==> src/core/lbs_pkg.sv <==
/*
  shared constants for the led boost start-up and fault sequencer.
  assumes a 50 MHz core clock; all times are turned into cycle counts here.
*/
package lbs_pkg;
  localparam int CLK_HZ = 50_000_000;
  localparam int SW_HZ = 600_000;
  // switching period, rounded down so the rate is never below nominal
  localparam int SW_PERIOD_CYC = CLK_HZ / SW_HZ;
  localparam int RAMP_STEPS = 32;
  localparam int STEP_TIME_NS = 213_000;
  localparam int STEP_CYC = (STEP_TIME_NS * (CLK_HZ / 1_000_000) + 999) / 1000;
  localparam int HALF_LIM_TIME_US = 5_000;
  localparam int HALF_LIM_CYC = HALF_LIM_TIME_US * (CLK_HZ / 1_000_000);
  localparam int SHDN_TIME_US = 2_500;
  localparam int SHDN_CYC = SHDN_TIME_US * (CLK_HZ / 1_000_000);
  localparam int FAULT_QUAL_CYCLES = 8;
  localparam int OVP_THRESH_MV = 38_000;
  localparam int VREF_MV = 200;
  localparam int REF_W = 5;
  localparam logic [4:0] REF_FULL = 5'h1F;
  localparam logic [4:0] REF_ZERO = 5'h00;
  localparam logic [7:0] DUTY_ZERO = 8'h00;
  typedef enum logic [3:0] {
    LBS_SHDN  = 4'b0001,
    LBS_RAMP  = 4'b0010,
    LBS_RUN   = 4'b0100,
    LBS_FAULT = 4'b1000
  } lbs_state_t;
endpackage : lbs_pkg

==> src/core/lbs_seq.sv <==
/*
  start-up, shutdown and open-string fault sequencer for an led boost stage.
  assumes comparator inputs and the control pin are synchronous to core_clk;
  the analogue loop consumes ref_code, half_limit and the switch gate.
*/
module lbs_seq #(
  parameter int STEP_CYC = lbs_pkg::STEP_CYC,
  parameter int HALF_LIM_CYC = lbs_pkg::HALF_LIM_CYC,
  parameter int SHDN_CYC = lbs_pkg::SHDN_CYC,
  parameter int FAULT_QUAL = lbs_pkg::FAULT_QUAL_CYCLES
) (
  input wire logic core_clk,
  input wire logic resetn,
  input wire logic clk_en,
  input wire logic ctrl_in,
  input wire logic switch_node_ovp,
  input wire logic sense_feedback_low,
  input wire logic [7:0] loop_duty,
  output logic switch_gate,
  output logic [4:0] ref_code,
  output logic [4:0] brightness,
  output logic half_limit,
  output logic shutdown,
  output logic open_fault
);
  // switch_node_ovp: comparator above the 38 V threshold
  logic rst_meta;
  logic rst_n;
  lbs_pkg::lbs_state_t state;
  logic [22:0] low_cnt;
  logic [22:0] step_cnt;
  logic [22:0] half_cnt;
  logic [5:0] step_idx;
  logic [3:0] qual_cnt;
  logic ctrl_seen_low;
  logic gate_w;
  logic tick;
  logic shdn_req;
  logic fault_hit;
  logic run;

  always_ff @(posedge core_clk or negedge resetn) begin
    if (!resetn) begin
      rst_meta <= 1'b0;
      rst_n <= 1'b0;
    end else begin
      rst_meta <= 1'b1;
      rst_n <= rst_meta;
    end
  end

  assign run = (state == lbs_pkg::LBS_RAMP) || (state == lbs_pkg::LBS_RUN);
  // dimming decode lives elsewhere; here the pin only acts as enable
  assign shdn_req = !ctrl_in && (low_cnt >= 23'(SHDN_CYC));
  assign fault_hit = tick && switch_node_ovp && sense_feedback_low
    && (qual_cnt == 4'(FAULT_QUAL - 1));

  lbs_pwm #(.PERIOD(lbs_pkg::SW_PERIOD_CYC)) u_pwm (
    .core_clk(core_clk),
    .rst_n(rst_n),
    .clk_en(clk_en),
    .en(run && !fault_hit && !shdn_req),
    .duty(loop_duty),
    .gate(gate_w),
    .cycle_tick(tick)
  );

  // low-time filter: counts while low, saturates at the limit
  always_ff @(posedge core_clk or negedge rst_n) begin
    if (!rst_n) begin
      low_cnt <= '0;
    end else if (clk_en) begin
      if (ctrl_in) begin
        low_cnt <= '0;
      end else if (low_cnt < 23'(SHDN_CYC)) begin
        low_cnt <= low_cnt + 1'b1;
      end
    end
  end

  // a fault needs a fresh low level on the pin before high re-enables
  always_ff @(posedge core_clk or negedge rst_n) begin
    if (!rst_n) begin
      ctrl_seen_low <= 1'b0;
    end else if (clk_en) begin
      if (state != lbs_pkg::LBS_FAULT) begin
        ctrl_seen_low <= 1'b0;
      end else if (!ctrl_in) begin
        ctrl_seen_low <= 1'b1;
      end
    end
  end

  always_ff @(posedge core_clk or negedge rst_n) begin
    if (!rst_n) begin
      state <= lbs_pkg::LBS_SHDN;
    end else if (clk_en) begin
      case (state)
        lbs_pkg::LBS_SHDN: begin
          if (ctrl_in) state <= lbs_pkg::LBS_RAMP;
        end
        lbs_pkg::LBS_RAMP, lbs_pkg::LBS_RUN: begin
          if (fault_hit) begin
            state <= lbs_pkg::LBS_FAULT;
          end else if (shdn_req) begin
            state <= lbs_pkg::LBS_SHDN;
          end else if (state == lbs_pkg::LBS_RAMP
                       && step_idx == 6'(lbs_pkg::RAMP_STEPS)) begin
            state <= lbs_pkg::LBS_RUN;
          end
        end
        lbs_pkg::LBS_FAULT: begin
          if (ctrl_seen_low && ctrl_in) state <= lbs_pkg::LBS_RAMP;
        end
        default: state <= lbs_pkg::LBS_SHDN;
      endcase
    end
  end

  // ramp: step_idx counts completed 213 us steps
  always_ff @(posedge core_clk or negedge rst_n) begin
    if (!rst_n) begin
      step_cnt <= '0;
      step_idx <= '0;
    end else if (clk_en) begin
      if (!run) begin
        step_cnt <= '0;
        step_idx <= '0;
      end else if (step_idx < 6'(lbs_pkg::RAMP_STEPS)) begin
        if (step_cnt == 23'(STEP_CYC - 1)) begin
          step_cnt <= '0;
          step_idx <= step_idx + 1'b1;
        end else begin
          step_cnt <= step_cnt + 1'b1;
        end
      end
    end
  end

  always_ff @(posedge core_clk or negedge rst_n) begin
    if (!rst_n) begin
      half_cnt <= '0;
      half_limit <= 1'b1;
    end else if (clk_en) begin
      if (!run) begin
        half_cnt <= '0;
        half_limit <= 1'b1;
      end else if (half_cnt < 23'(HALF_LIM_CYC)) begin
        half_cnt <= half_cnt + 1'b1;
        half_limit <= 1'b1;
      end else begin
        half_limit <= 1'b0;
      end
    end
  end

  // consecutive qualifying switching cycles only
  always_ff @(posedge core_clk or negedge rst_n) begin
    if (!rst_n) begin
      qual_cnt <= '0;
    end else if (clk_en) begin
      if (!run) begin
        qual_cnt <= '0;
      end else if (tick) begin
        if (switch_node_ovp && sense_feedback_low) begin
          qual_cnt <= fault_hit ? '0 : qual_cnt + 1'b1;
        end else begin
          qual_cnt <= '0;
        end
      end
    end
  end

  always_ff @(posedge core_clk or negedge rst_n) begin
    if (!rst_n) begin
      brightness <= lbs_pkg::REF_FULL;
      ref_code <= lbs_pkg::REF_ZERO;
    end else if (clk_en) begin
      if (!run) begin
        brightness <= lbs_pkg::REF_FULL;
        ref_code <= lbs_pkg::REF_ZERO;
      end else if (step_idx >= 6'(lbs_pkg::RAMP_STEPS)) begin
        ref_code <= brightness;
      end else begin
        ref_code <= step_idx[4:0];
      end
    end
  end

  always_ff @(posedge core_clk or negedge rst_n) begin
    if (!rst_n) begin
      switch_gate <= 1'b0;
      shutdown <= 1'b1;
      open_fault <= 1'b0;
    end else if (clk_en) begin
      switch_gate <= gate_w && run;
      shutdown <= !run;
      open_fault <= (state == lbs_pkg::LBS_FAULT);
    end
  end
endmodule : lbs_seq

==> src/core/lbs_pwm.sv <==
/*
  fixed-rate pwm gate generator for the power switch.
  assumes duty is a fraction of 256 of the period; en low forces gate off.
*/
module lbs_pwm #(
  parameter int PERIOD = lbs_pkg::SW_PERIOD_CYC
) (
  input wire logic core_clk,
  input wire logic rst_n,
  input wire logic clk_en,
  input wire logic en,
  input wire logic [7:0] duty,
  output logic gate,
  output logic cycle_tick
);
  localparam int CW = $clog2(PERIOD);
  logic [CW-1:0] cnt;
  logic [15:0] on_cyc;

  assign on_cyc = 16'(duty) * 16'(PERIOD) >> 8;

  always_ff @(posedge core_clk or negedge rst_n) begin
    if (!rst_n) begin
      cnt <= '0;
      cycle_tick <= 1'b0;
    end else if (clk_en) begin
      cycle_tick <= (cnt == CW'(PERIOD - 1));
      cnt <= (cnt == CW'(PERIOD - 1)) ? '0 : cnt + 1'b1;
    end
  end

  always_ff @(posedge core_clk or negedge rst_n) begin
    if (!rst_n) begin
      gate <= 1'b0;
    end else if (clk_en) begin
      gate <= en && (16'(cnt) < on_cyc);
    end
  end
endmodule : lbs_pwm

==> config.mk <==
export PLATFORM = sky130hd
export DESIGN_NAME = lbs_seq
export DESIGN_NICKNAME = d
export VERILOG_FILES = /design/src/core/lbs_pkg.sv /design/src/core/lbs_seq.sv /design/src/core/lbs_pwm.sv
export SDC_FILE = /design/constraint.sdc
export NUM_CORES = 1
export LEC_CHECK = 0
export ABC_AREA = 1
export BUFFER_PORTS_ARGS = -buffer_cell sky130_fd_sc_hd__buf_2
export CAP_MARGIN = 20
export CORE_ASPECT_RATIO = 1.75
export CORE_MARGIN = 3
export CORE_UTILIZATION = 60
export CTS_BUF_LIST = sky130_fd_sc_hd__clkbuf_8
export DETAILED_ROUTE_END_ITERATION = 8
export GPL_ROUTABILITY_DRIVEN = 0
export HOLD_SLACK_MARGIN = 0.15
export MAX_ROUTING_LAYER = met4
export PLACE_DENSITY = 0.81
export REMOVE_ABC_BUFFERS = 1
export SLEW_MARGIN = 20
export SYNTH_ARGS = -nofsm -noshare
export SYNTH_HDL_FRONTEND = slang
export SYNTH_HIERARCHICAL = 1
export SYNTH_SLANG_ARGS = --single-unit
==> constraint.sdc <==
create_clock -name core_clk -period 8.9 [get_ports core_clk]
set_input_delay 0 -clock core_clk [delete_from_list [all_inputs] [get_ports core_clk]]
set_output_delay 0 -clock core_clk [all_outputs]
set_load 0.1 [all_outputs]
=== Word level (Yosys, flattened, before mapping) ===
Cells that the tools add are included.

* Register bits after elaboration: 104
* Input port bits: 14
* Output and inout port bits: 14

* Reduce and logical (&&, ||, !) cells: 25
* Equality and inequality tests: 17
* $add $sub $neg: 6
* Multiply operators: 1
* Mux-type cells: 27
* Order comparisons: 6

{| class="wikitable"
|+ Operators by type and width
! cell !! number
|-
| $mux W23 || 7
|-
| $add A23 B1 Y23 const B || 3
|-
| $mux W4 || 9
|-
| $eq A23 B14 Y1 const B || 1
|-
| $ge A23 B17 Y1 const B || 1
|-
| $lt A23 B17 Y1 const B || 1
|-
| $lt A23 B18 Y1 const B || 1
|-
| $mux W6 || 3
|-
| $mul A8 B7 Y15 const B || 1
|-
| $pmux W4 S3 || 1
|-
| $logic_and A1 B1 Y1 || 11
|-
| $mux W5 || 2
|-
| $ne A2 B1 Y1 const B || 5
|-
| $reduce_and A2 Y1 || 5
|-
| $eq A4 B3 Y1 const B || 2
|-
| $ne A4 B4 Y1 const B || 2
|-
| $add A7 B1 Y7 const B || 1
|-
| $eq A7 B7 Y1 const B || 1
|-
| $lt A7 B7 Y1 || 1
|-
| $mux W7 || 1
|-
| $add A6 B1 Y6 const B || 1
|-
| $eq A6 B6 Y1 const B || 1
|-
| $ge A6 B6 Y1 const B || 1
|-
| $lt A6 B6 Y1 const B || 1
|-
| 12 further kinds || 19
|}

=== Depth between registers and ports, before layout ===
Gate-level depths: netlist of run 1.

* Word-level depth: 7
* Gate-level depth with buffers: 26
* Gate-level depth less buffers: 26

=== Cells and area by module ===
The synthesis of run 1 kept the hierarchy.

{| class="wikitable"
|+ Modules (own cells, without submodules)
! module !! cells each !! area an instance (µm²) !! times used !! sequential area each (µm²)
|-
| lbs_seq || 742 || 5679.2 || 1 || 2381.0
|-
| lbs_pwm || 193 || 1559.0 || 1 || 225.2
|}

=== Worst setup path after synthesis of run 1 ===
No wires, ideal clock.

* Path type: input port to flip-flop
* Start: input port loop_duty[1]
* End: register u_pwm.gate
* Cell stages on the path: 22
* Arrival time: 3348 ps
* Path slack: 5487 ps
* Library setup time: 65 ps
* Cell sequence: ha_1 -> inv_1 -> fa_1 -> inv_1 -> ha_1 -> inv_1 -> fa_1 -> inv_1 -> ha_1 -> nand2_1 -> nand2_1 -> a21o_1 -> a21oi_1 -> nand2_1 -> nand2_1 -> nand2_1 -> ha_1 -> a211oi_1 -> nand2_1 -> a31oi_1 -> nand2_1 -> nand2_1

* Longest elaborated chain between the ends: 3

{| class="wikitable"
|+ Ends and longest elaborated chain
! what !! line !! source
|-
| start: declaration || lbs_seq.sv:18 || <nowiki>input wire logic [7:0] loop_duty,</nowiki>
|-
| $mul A8 B7 Y15 || lbs_pwm.sv:20 || <nowiki>assign on_cyc = 16'(duty) * 16'(PERIOD) >> 8;</nowiki>
|-
| $lt A7 B7 Y1 || lbs_pwm.sv:36 || <nowiki>gate <= en && (16'(cnt) < on_cyc);</nowiki>
|-
| $logic_and A1 B1 Y1 || lbs_pwm.sv:36 ||
|-
| end signal: assignment || lbs_pwm.sv:36 ||
|-
| end: declaration || lbs_pwm.sv:13 || <nowiki>output logic gate,</nowiki>
|}

No other way between the ends.
A chain may end at the register's enable or synchronous reset.

=== Worst setup path after layout of run 1 ===
Ends and elaborated chain as after synthesis.

==> flow_metrics.tcl, run 1 <==
set metrics [dict create \
    worstSetupPathType "in2reg" \
    first_global_vias 5935 \
    antenna_found_initial 0 \
    finalClockSkew_ns 0.0151 \
    route.detailed.drc 0 \
    hold_ws_ns 0.153 \
    routed_wl_mm 15.1 \
    r2r_cells 10 \
    critPathTopFamily "adder cells" \
    finalSetupTns_ns 0 \
    cts_resized 0 \
    avgSynthCellArea_sq_um 7.74 \
    drv_slew 0 \
    cellPowerDensity_nw_per_um2 172 \
    finalNetCount 1032 \
    yosysSeqAreaShare 0.360 \
    min_period_over_period 0.389 \
    timing.rr.start "half_cnt[13]$_DFFE_PN0P_" \
    async_flop_share 1.00 \
    cp_slowest_stage_delay_ns 0.50 \
    via_count 6074 \
    path_cells "buf_2 > ha_1 > inv_1 > fa_1 > inv_1 > ha_1 > inv_1 > fa_1 > inv_1 > ha_1 > nand2_1 > nand2_1 > a21o_1 > a21oi_1 > nand2_1 > nand2_1 > nand2_1 > ha_1 > a211oi_1 > nand2_1 > a31oi_1 > nand2_1 > nand2_1" \
    rsz0062_at_grt "no" \
    hp-start "clk_en" \
    worst_pin_slew_ns 0.713 \
    multi_input_area_sq_um 4040 \
    drt_first_pass_iters 4 \
    r2r-end "half_cnt[16]$_DFFE_PN0P_" \
    avgRoutedWirePerCell_microns 13.7 \
    cts_sinks 104 \
    insertion_delay_ns 0.37 \
    drtIter0Drc 374 \
    fillers 1044 \
    end_kind "flip-flop" \
    root_buffer "clkbuf_8" \
    grt_pass1_wl_mm 26.1 \
    period_minus_slack_ns 3.46 \
    grt_start_max_net_pins 57 \
    cts_buffers 9 \
    start_util 0.618 \
    core_sq_um 11700 \
    max_freq_mhz 289 \
    irDropWorstVdd_uv 95.1 \
    antenna_left 0 \
    final_hold_viol_count 0 \
    worstPathArrival_ns 3.76 \
    syn_to_final_growth_pct 5.39 \
    syn_area_sq_um 7240 \
    layout-drive-gt1-share 0.101 \
    hpwl_mm 11.1 \
    pin_count 28 \
    r2r_slack_ns 6.37 \
    hp-class "in2reg" \
    leakage_uw 0.00371 \
    max_slew_margin 0.524 \
    regArea_sq_um 2610 \
    globalRouteTotalUtil 0.249 \
    die_h_microns 151 \
    synth_top_area_cell "dfrtp_1" \
    htree_levels 3 \
    cts_tree "built" \
    die_w_microns 89.0 \
    required_ns 9.20 \
    synth-edff-count 0 \
    setup_viol 0 \
    hold_path_depth 4 \
    cp_max_fo 4 \
    routed_via_density 5.54 \
    crit_slowest_cell "fa_1" \
    netlist_instances 935 \
    cp-start-kind "input pin" \
    grt-ovfl-total 0 \
    maxCapViolations 0 \
    critPathMostFrequentCell "nand2_1" \
    synth_cell_types 52 \
    num_rows 52 \
    crit_buf_inv 5 \
    synth.top_cell.area_share 0.349 \
    synthFlopType "dfrtp_1" \
    io_buffers 22 \
    ys_warn_count 6 \
    clk_path_buf_depth 2 \
    whs_endpoint "switch_gate$_DFFE_PN0P_" \
    synth_area_leaders "dfrtp_1 (35%), nand2_1 (12%), ha_1 (9.9%)" \
    clk_pin_slew_worst_paths_ns 0.10 \
    die_area_sq_um 13500 \
    antenna_cells 0 \
    status "complete, no violations" \
    path_depth 23 \
    ys_seq_elements 104 \
]
==> registers in the layout, indices dropped and copies added, names as in the netlist <==
register and count:
half_cnt 23, low_cnt 23, step_cnt 23, u_pwm/cnt 7, step_idx 6, ref_code 5
qual_cnt 4, state 4, ctrl_seen_low 1, half_limit 1, open_fault 1, rst_meta 1
rst_n 1, shutdown 1, switch_gate 1, u_pwm/cycle_tick 1, u_pwm/gate 1
==> cell type report <==
type,count,share of cell area
timing repair buffer,29,0.0230
clock inverter,6,0.0100
tap,135,0.0221
inverter,110,0.0549
multi-input combinational,702,0.530
clock buffer,10,0.0180
sequential,104,0.342
==> cell families (layout without fill, tap and decap cells) <==
kind of cell	Yosys count	in the layout	synth area share
other	1	6	0.000518
AND/OR/NAND/NOR	491	491	0.306
adder cells (fa/ha/maj)	62	62	0.112
AO/OA/AOI/OAI	96	96	0.0799
flip-flops	104	104	0.360
XOR/XNOR	47	47	0.0569
buffers and inverters	134	155	0.0842
==> cell usage in the layout, fill, tap and decap left out, types with 22 or more instances in the layout <==
cell / synthesis / final
nand2_1: 227 / 227
inv_1: 100 / 103
nor2_1: 100 / 100
dfrtp_1: 101 / 100
nand3_1: 80 / 80
ha_1: 57 / 57
xor2_1: 39 / 39
a21oi_1: 27 / 27
nand4_1: 25 / 25
buf_2: 7 / 22
==> worst max path at each step <==
stage	startpoint	to	slack, ns
2_1_floorplan	loop_duty[1]	u_pwm/gate$_DFFE_PN0P_	5.49
3_3_place_gp	loop_duty[3]	u_pwm/gate$_DFFE_PN0P_	5.20
3_5_place_dp	loop_duty[1]	u_pwm/gate$_DFFE_PN0P_	5.09
6_report	loop_duty[1]	u_pwm/gate$_DFFE_PN0P_	5.44
4_1_cts	loop_duty[1]	u_pwm/gate$_DFFE_PN0P_	5.45
5_1_grt	loop_duty[3]	u_pwm/gate$_DFFE_PN0P_	5.13
==> worst register-to-register path: stages (launching register included) <==
cell	delay, ns
dfrtp_1	0.46
inv_1	0.08
nand2_1	0.06
nor3b_1	0.17
o21ai_1	0.08
nand2_1	0.07
nand2_1	0.05
nand2_1	0.53
nand2_1	0.64
nand2_1	0.21
nand2_1	0.07
==> cells in the mapped netlist, types with 2 or more instances <==
master / number
o22ai_1: 7
nor3b_1: 2
inv_2: 6
nand2_8: 2
nand3_1: 80
nor2_2: 7
clkinv_1: 2
o21ai_0: 19
buf_2: 7
nor3_1: 15
a31oi_1: 4
dfrtp_1: 101
nor2_1: 100
nand4_1: 25
nand2_2: 5
dfstp_2: 3
nor3_2: 2
xor2_1: 39
nand2_4: 3
buf_6: 4
nand3b_1: 3
nand2_1: 227
or2_2: 9
xnor2_1: 8
a21o_1: 2
fa_1: 5
nand3_2: 3
inv_1: 100
buf_4: 9
o21ai_1: 14
o21ai_2: 13
a21oi_2: 3
a21oi_1: 27
clkbuf_1: 2
ha_1: 57
or2_1: 4
==> report_power, final <==
part,internal [uW],switching [uW],total (uW)
sequential,511,43.0,554
combinational,133,304,437
clock,163,161,324
==> layer usage <==
layer,GRT usage,vias to the layer above,wire length [microns]
li1,-,3066,-
met1,0.272,2855,5840
met2,0.448,116,8330
met3,0.0386,37,469
met4,0.0894,0,427
met5,-,-,0
==> through the flow <==
step,worst slack [ns],cell area (sq um),power [uW],utilization,cells
CTS,5.45,7630,1320,0.651,1096
global route,5.13,7630,1410,0.651,1096
floorplan,5.49,7070,890,-,916
finish,5.44,7630,1320,0.651,1096
global placement,5.20,7360,984,0.629,1075
detailed placement,5.09,7360,999,0.629,1075
==> repair_timing <==
action                    4_1_cts  5_1_grt
hold buffers                    5        0
setup buffers                   0        0
hold endpoints to repair       16        0
Note: power is estimated with default switching activity, not from simulation.
==> run 2, diff against run 1 <==
--- a/config.mk
+++ b/config.mk
@@ -5,7 +5,7 @@
 export SDC_FILE = /design/constraint.sdc
 export NUM_CORES = 1
 export LEC_CHECK = 0
-export ABC_AREA = 1
+export ABC_AREA = 0
 export BUFFER_PORTS_ARGS = -buffer_cell sky130_fd_sc_hd__buf_2
 export CAP_MARGIN = 20
 export CORE_ASPECT_RATIO = 1.75
==> constraint.sdc (replaced) <==
create_clock -name core_clk -period 3.4 [get_ports core_clk]
set_input_delay 0 -clock core_clk [delete_from_list [all_inputs] [get_ports core_clk]]
set_output_delay 0 -clock core_clk [all_outputs]
set_load 0.1 [all_outputs]
==> run 2 against run 1 <==
Compared with the run above: the flow now finishes with violations (negative setup slack); clock power is 130% higher; worst hold slack gained 0.029 ns; via count shrank 7.7%; die area shrank 9.6%; worst setup slack got worse by 5.6 ns; area after synthesis fell by 10%; count of clock-buffer cells in the layout stayed put; cell area fell by 6.2%; sequential power increased to 2.6 times the previous value; sequential share of layout area increased by 2.2 points; first-iteration DRC count rose by 20%; critical path depth fell by 2; critical endpoint unchanged; largest power group unchanged; highest routed layer unchanged.
==> flow_metrics.tcl, run 2 <==
set metrics [dict create \
    io_buffers 22 \
    swShare 0.360 \
    reg.largest.list "half_cnt x23, low_cnt x23, step_cnt x23" \
    end_kind "flip-flop" \
    htree_levels 3 \
    syn_area_sq_um 6500 \
    critPathMostFrequentCell "inv_2" \
    power.switching_uw 1130 \
    irDropWorstVdd_uv 295 \
    antenna_found_initial 0 \
    core_sq_um 10400 \
    rsz0062_at_grt "yes" \
    crit_buf_inv 6 \
    min_period_over_period 1.06 \
    mostFrequentLayoutCell "dfrtp_1" \
    drtIter0Drc 447 \
    layout-drive-gt1-share 0.132 \
    die_area_sq_um 12200 \
    via_count 5607 \
    path_cells "buf_8 > ha_4 > inv_2 > fa_1 > inv_1 > ha_1 > inv_2 > fa_1 > inv_2 > ha_4 > nand4_1 > o221ai_2 > a41o_1 > buf_4 > a21oi_2 > xor2_1 > ha_1 > a21o_1 > a21o_1 > a211oi_2 > o32a_1" \
    first_global_vias 5657 \
    finalNetCount 813 \
    finalClockSkew_ns 0.0201 \
    synth_area_leaders "dfrtp_1 (39%), ha_1 (11%), nand2_1 (3.5%)" \
    cp-start-kind "input pin" \
    maxCapViolations 0 \
    yosys-top-cells-count "dfrtp_1 (101), nand2_1 (60), ha_1 (57), a21oi_1 (41), nor2_1 (41)" \
    drt_first_pass_iters 5 \
    hp-class "in2reg" \
    worst_pin_slew_ns 0.782 \
    required_ns 3.70 \
    cellPowerDensity_nw_per_um2 439 \
    p_comb_frac 0.308 \
    grt_pass1_wl_mm 25.3 \
    r2r_cells 8 \
    final_cell_mix "dfrtp_1 (100), nand2_1 (60), ha_1 (55)" \
    netlist_instances 695 \
    die_h_microns 144 \
    setup_ws_ns -0.190 \
    async_flop_share 1.00 \
    critPathTopFamily "adder cells" \
    avgRoutedWirePerCell_microns 16.8 \
    yosysSeqAreaShare 0.401 \
    max_freq_mhz 279 \
    intPower_uw 2010 \
    dp_slack_ns -0.729 \
    ys_warn_count 6 \
    cp_max_fo 2 \
    routed_via_density 6.45 \
    synth-edff-count 0 \
    routed_wl_mm 14.6 \
    synth_top_area_cell "dfrtp_1" \
    start_util 0.624 \
    power_uw 3140 \
    worstPathArrival_ns 3.89 \
    syn_to_final_growth_pct 10.0 \
    synthFlopType "dfrtp_1" \
    max_slew_margin 0.475 \
    globalRouteTotalUtil 0.258 \
    clk_path_buf_depth 2 \
    antenna_cells 0 \
    cts_tree "built" \
    yosysMostFrequentCell "dfrtp_1" \
    cp_slowest_stage_delay_ns 0.48 \
    setup_viol 1 \
    hpwl_mm 10.4 \
    grt_start_max_net_pins 87 \
    violations "negative setup slack" \
    synth_cell_types 70 \
    path_depth 21 \
    drv_slew 0 \
    num_rows 49 \
    worstSetupPathType "in2reg" \
    status "complete, but fails checks" \
    cts_sinks 104 \
    die_w_microns 84.7 \
    final_hold_viol_count 0 \
    crit_slowest_cell "fa_1" \
    grt-ovfl-total 0 \
    finalSetupTns_ns -0.190 \
    clk_pin_slew_worst_paths_ns 0.10 \
    hold_path_depth 3 \
    leakage_uw 0.00341 \
    antenna_left 0 \
    clkPwrFrac 0.238 \
    seqPwrFrac 0.453 \
    cts_buffers 9 \
    pin_count 28 \
    period_minus_slack_ns 3.59 \
    route.detailed.drc 0 \
    ys_seq_elements 104 \
    synth.top_cell.area_share 0.389 \
    insertion_delay_ns 0.38 \
    root_buffer "clkbuf_8" \
    avgSynthCellArea_sq_um 9.36 \
]
==> run 2: cell count changes in the layout (fill, tap and decap cells not counted), sizes merged, moves of 29 or more <==
cell,delta
buf,+29
inv,-68
nand2,-177
nand3,-45
nor2,-66
xor2,-29
==> run 2: what timing repair did <==
action | in CTS | in global routing
setup buffers | 1 | 0
pin swaps | 16 | 0
setup endpoints to repair | 1 | 1
endpoints found under the hold margin | 9 | 0
resized for setup | 8 | 3
hold buffers | 5 | 0
cloned | 0 | 0
==> run 2: area by class of cell <==
class | count | area (sq um)
clock buffers | 10 | 138
fillers | 831 | 3260
well taps | 127 | 159
multi-input cells | 527 | 3650
flip-flops and latches | 104 | 2610
inverters | 37 | 139
clock inverters | 6 | 45.0
repair buffers | 58 | 422
==> run 2: worst paths after layout <==
kind,from,to,slack (ns)
min reg2reg,rst_meta$_DFF_PN0_,rst_n$_DFF_PN0_,0.37
max reg2reg,low_cnt[8]$_DFFE_PN0P_,u_pwm/gate$_DFFE_PN0P_,0.98
min in group asynchronous,rst_n$_DFF_PN0_,half_cnt[16]$_DFFE_PN0P_,0.38
max,loop_duty[1],u_pwm/gate$_DFFE_PN0P_,-0.19
min,clk_en,u_pwm/cnt[4]$_DFFE_PN0P_,0.18
max in group asynchronous,rst_n$_DFF_PN0_,step_cnt[11]$_DFFE_PN0P_,2.31
==> run 2: cells by family (layout without fill, tap and decap cells) <==
kind of cell,Yosys count,count (layout),share of synthesized area
DFF,104,104,0.401
xor gates and xnor gates,24,24,0.0323
muxes,9,9,0.0142
buffers and inverters,69,111,0.0464
and+or+nand+nor,254,254,0.205
other,1,6,0.000576
adders and majority gates,62,62,0.125
AOI/OAI and AO/OA,172,172,0.176
==> run 2: metrics by stage <==
step	cell area [sq um]	cells	hold WS, ns	utilization
detailed placement	6850	846	-0.214	0.657
floorplan	6360	668	-0.296	-
finish	7160	869	0.182	0.687
global route	7160	869	0.216	0.687
global placement	6850	846	-0.216	0.657
CTS	7120	868	0.157	0.683
==> run 2: worst reg2reg max path: stages, from the launching register on <==
cell and delay, ns:
dfrtp_1 0.47, o41ai_1 0.53, a31o_2 0.28, a21oi_1 0.16, buf_4 0.23, nor2_1 0.17
nand2_1 0.11, a211oi_2 0.24, o32a_1 0.17
==> run 2: layer usage <==
metal / global-route usage / up-vias / share of wire
met5: - / - / 0
li1: - / 2626 / -
met1: 0.291 / 2753 / 0.40
met3: 0.0361 / 47 / 0.038
met4: 0.115 / 0 / 0.028
met2: 0.453 / 181 / 0.53
==> run 2: power by group through the flow <==
stage          Clock (uW)  Sequential (uW)  Combinational [uW]
6_report              749             1420                 970
5_1_grt               806             1440                1090
4_1_cts               762             1430                 929
3_5_place_dp            0             1450                 901
3_3_place_gp            0             1450                 835
2_1_floorplan           0             1460                 603
==> run 3, diff against run 2 <==
--- a/config.mk
+++ b/config.mk
@@ -9,14 +9,13 @@
 export BUFFER_PORTS_ARGS = -buffer_cell sky130_fd_sc_hd__buf_2
 export CAP_MARGIN = 20
 export CORE_ASPECT_RATIO = 1.75
-export CORE_MARGIN = 3
-export CORE_UTILIZATION = 60
+export CORE_UTILIZATION = 58
 export CTS_BUF_LIST = sky130_fd_sc_hd__clkbuf_8
 export DETAILED_ROUTE_END_ITERATION = 8
 export GPL_ROUTABILITY_DRIVEN = 0
 export HOLD_SLACK_MARGIN = 0.15
 export MAX_ROUTING_LAYER = met4
-export PLACE_DENSITY = 0.81
+export PLACE_DENSITY = 0.82
 export REMOVE_ABC_BUFFERS = 1
 export SLEW_MARGIN = 20
 export SYNTH_ARGS = -nofsm -noshare
==> constraint.sdc (replaced) <==
create_clock -name core_clk -period 2.9 [get_ports core_clk]
set_input_delay 0 -clock core_clk [delete_from_list [all_inputs] [get_ports core_clk]]
set_output_delay 0 -clock core_clk [all_outputs]
set_load 0.1 [all_outputs]
==> run 3 against run 2 <==
Compared with the run above: the flow still finishes with violations (negative setup slack); sequential cell count did not move; register-to-register slack got worse by 0.55 ns; clock power rose by 36%; non-clock buffer count fell by 2; worst hold slack got worse by 0.014 ns; wire length fell by 2.4%.
==> flow_metrics.tcl, run 3 (synthesis results as in run 2) <==
set metrics [dict create \
    crit_buf_inv 5 \
    cp_max_fo 2 \
    antenna_found_initial 0 \
    drt_first_pass_iters 5 \
    swShare 0.338 \
    status "complete, but fails checks" \
    critPathTopFamily "adder cells" \
    reg.largest.list "half_cnt x23, low_cnt x23, step_cnt x23" \
    die_area_sq_um 11700 \
    routed_via_density 6.36 \
    core_sq_um 10800 \
    finalSetupTns_ns -0.623 \
    hpwl_mm 10.3 \
    irDropWorstVdd_uv 340 \
    routed_wl_mm 14.3 \
    rsz0062_at_grt "yes" \
    syn_to_final_growth_pct 10.3 \
    period_minus_slack_ns 3.52 \
    max_freq_mhz 284 \
    pin_count 28 \
    layout-drive-gt1-share 0.132 \
    grt-ovfl-total 0 \
    setup_ws_ns -0.623 \
    worst_pin_slew_ns 0.861 \
    grt_pass1_wl_mm 24.7 \
    cp-start-kind "input pin" \
    htree_levels 3 \
    hp-class "in2reg" \
    cts_tree "built" \
    cp_slowest_stage_delay_ns 0.49 \
    setup_viol 1 \
    first_global_vias 5608 \
    grt_start_max_net_pins 103 \
    intPower_uw 2520 \
    via_count 5531 \
    cts_sinks 104 \
    max_slew_margin 0.426 \
    drv_slew 0 \
    leakage_uw 0.00341 \
    clkPwrFrac 0.268 \
    min_period_over_period 1.21 \
    cts_buffers 9 \
    insertion_delay_ns 0.37 \
    required_ns 3.21 \
    globalRouteTotalUtil 0.275 \
    multi_input_area_sq_um 3650 \
    route.detailed.drc 0 \
    final_hold_viol_count 0 \
    finalClockSkew_ns 0.0105 \
    end_kind "flip-flop" \
    clk_path_buf_depth 2 \
    clk_pin_slew_worst_paths_ns 0.10 \
    mostFrequentLayoutCell "dfrtp_1" \
    critPathMostFrequentCell "a21o_1" \
    maxCapViolations 0 \
    crit_slowest_cell "fa_1" \
    worstSetupPathType "in2reg" \
    path_cells "buf_6 > ha_4 > inv_2 > fa_1 > inv_1 > ha_1 > inv_1 > fa_1 > inv_2 > ha_4 > nand4_1 > o221ai_2 > a41o_1 > xnor2_1 > ha_1 > a21o_1 > a21o_1 > a21o_1 > a211oi_2 > o32a_1" \
    cellPowerDensity_nw_per_um2 530 \
    drtIter0Drc 478 \
    antenna_cells 0 \
    num_rows 50 \
    die_w_microns 82.1 \
    finalNetCount 811 \
    worstPathArrival_ns 3.83 \
    root_buffer "clkbuf_8" \
    final_cell_mix "dfrtp_1 (100), nand2_1 (60), ha_1 (55)" \
    seqPwrFrac 0.433 \
    antenna_left 0 \
    io_buffers 22 \
    fillers 878 \
    regArea_sq_um 2610 \
    power_uw 3810 \
    p_comb_frac 0.298 \
    power.switching_uw 1290 \
    avgRoutedWirePerCell_microns 16.4 \
    violations "negative setup slack" \
    start_util 0.601 \
    die_h_microns 142 \
]
run 3: through the flow:
step / hold slack (ns) / worst slack, ns / std cells / cell area, sq um / utilization
2_1_floorplan: -0.296 / -0.931 / 668 / 6360 / -
3_3_place_gp: -0.215 / -1.10 / 851 / 6880 / 0.636
3_5_place_dp: -0.212 / -1.25 / 851 / 6880 / 0.636
4_1_cts: 0.151 / -0.600 / 870 / 7180 / 0.663
5_1_grt: 0.185 / -0.731 / 870 / 7180 / 0.663
6_report: 0.168 / -0.623 / 870 / 7180 / 0.663
run 3: layer usage:
layer / GRT usage / share of wire / vias up
met4: 0.121 / 0.023 / 0
li1: - / - / 2620
met2: 0.485 / 0.55 / 159
met1: 0.304 / 0.39 / 2717
met3: 0.0282 / 0.032 / 35
met5: - / 0 / -
run 3: what timing repair did:
| action | in CTS | in global routing |
|---|---|---|
| setup buffers | 0 | 0 |
| pin swaps | 14 | 0 |
| gates resized for setup | 8 | 0 |
| cloned | 0 | 0 |
| hold buffers | 3 | 0 |
| hold endpoints to repair | 7 | 0 |
| endpoints found under the setup margin | 1 | 1 |
run 3: worst register-to-register path, cell delays in order, from the launching register on:
cell     delay, ns
dfrtp_1       0.47
o41ai_1       0.61
a31oi_1       0.28
o21ai_1       0.57
nand4_1       0.24
mux2i_1       0.23
run 3: area by class of cell:
class | instances | area share
multi-input cells | 527 | 0.508
flip-flops and latches | 104 | 0.364
repair buffers | 56 | 0.0554
well taps | 130 | 0.0227
inverters | 37 | 0.0193
clock buffers | 10 | 0.0192
clock inverters | 6 | 0.0119
run 3: power by group through the flow:
stage | sequential [uW] | clock [uW] | combinational [uW]
finish | 1650 | 1020 | 1140
detailed placement | 1680 | 0 | 1100
floorplan | 1710 | 0 | 707
CTS | 1650 | 1030 | 1130
global route | 1670 | 1080 | 1250
global placement | 1670 | 0 | 1030
run 3: final timing paths:
kind                            slack (ns)                   start  depth (start not counted)                        to
worst max-delay path                 -0.62            loop_duty[1]                         20    u_pwm/gate$_DFFE_PN0P_
max in group asynchronous             2.09         rst_n$_DFF_PN0_                          1      state[0]$_DFFE_PN1P_
worst min-delay path                  0.17                  clk_en                          3   switch_gate$_DFFE_PN0P_
worst max register to register        0.43  low_cnt[8]$_DFFE_PN0P_                          5   low_cnt[14]$_DFFE_PN0P_
worst min register to register        0.37         rst_n$_DFF_PN0_                          1  half_cnt[15]$_DFFE_PN0P_
min in group asynchronous             0.37         rst_n$_DFF_PN0_                          1  half_cnt[15]$_DFFE_PN0P_
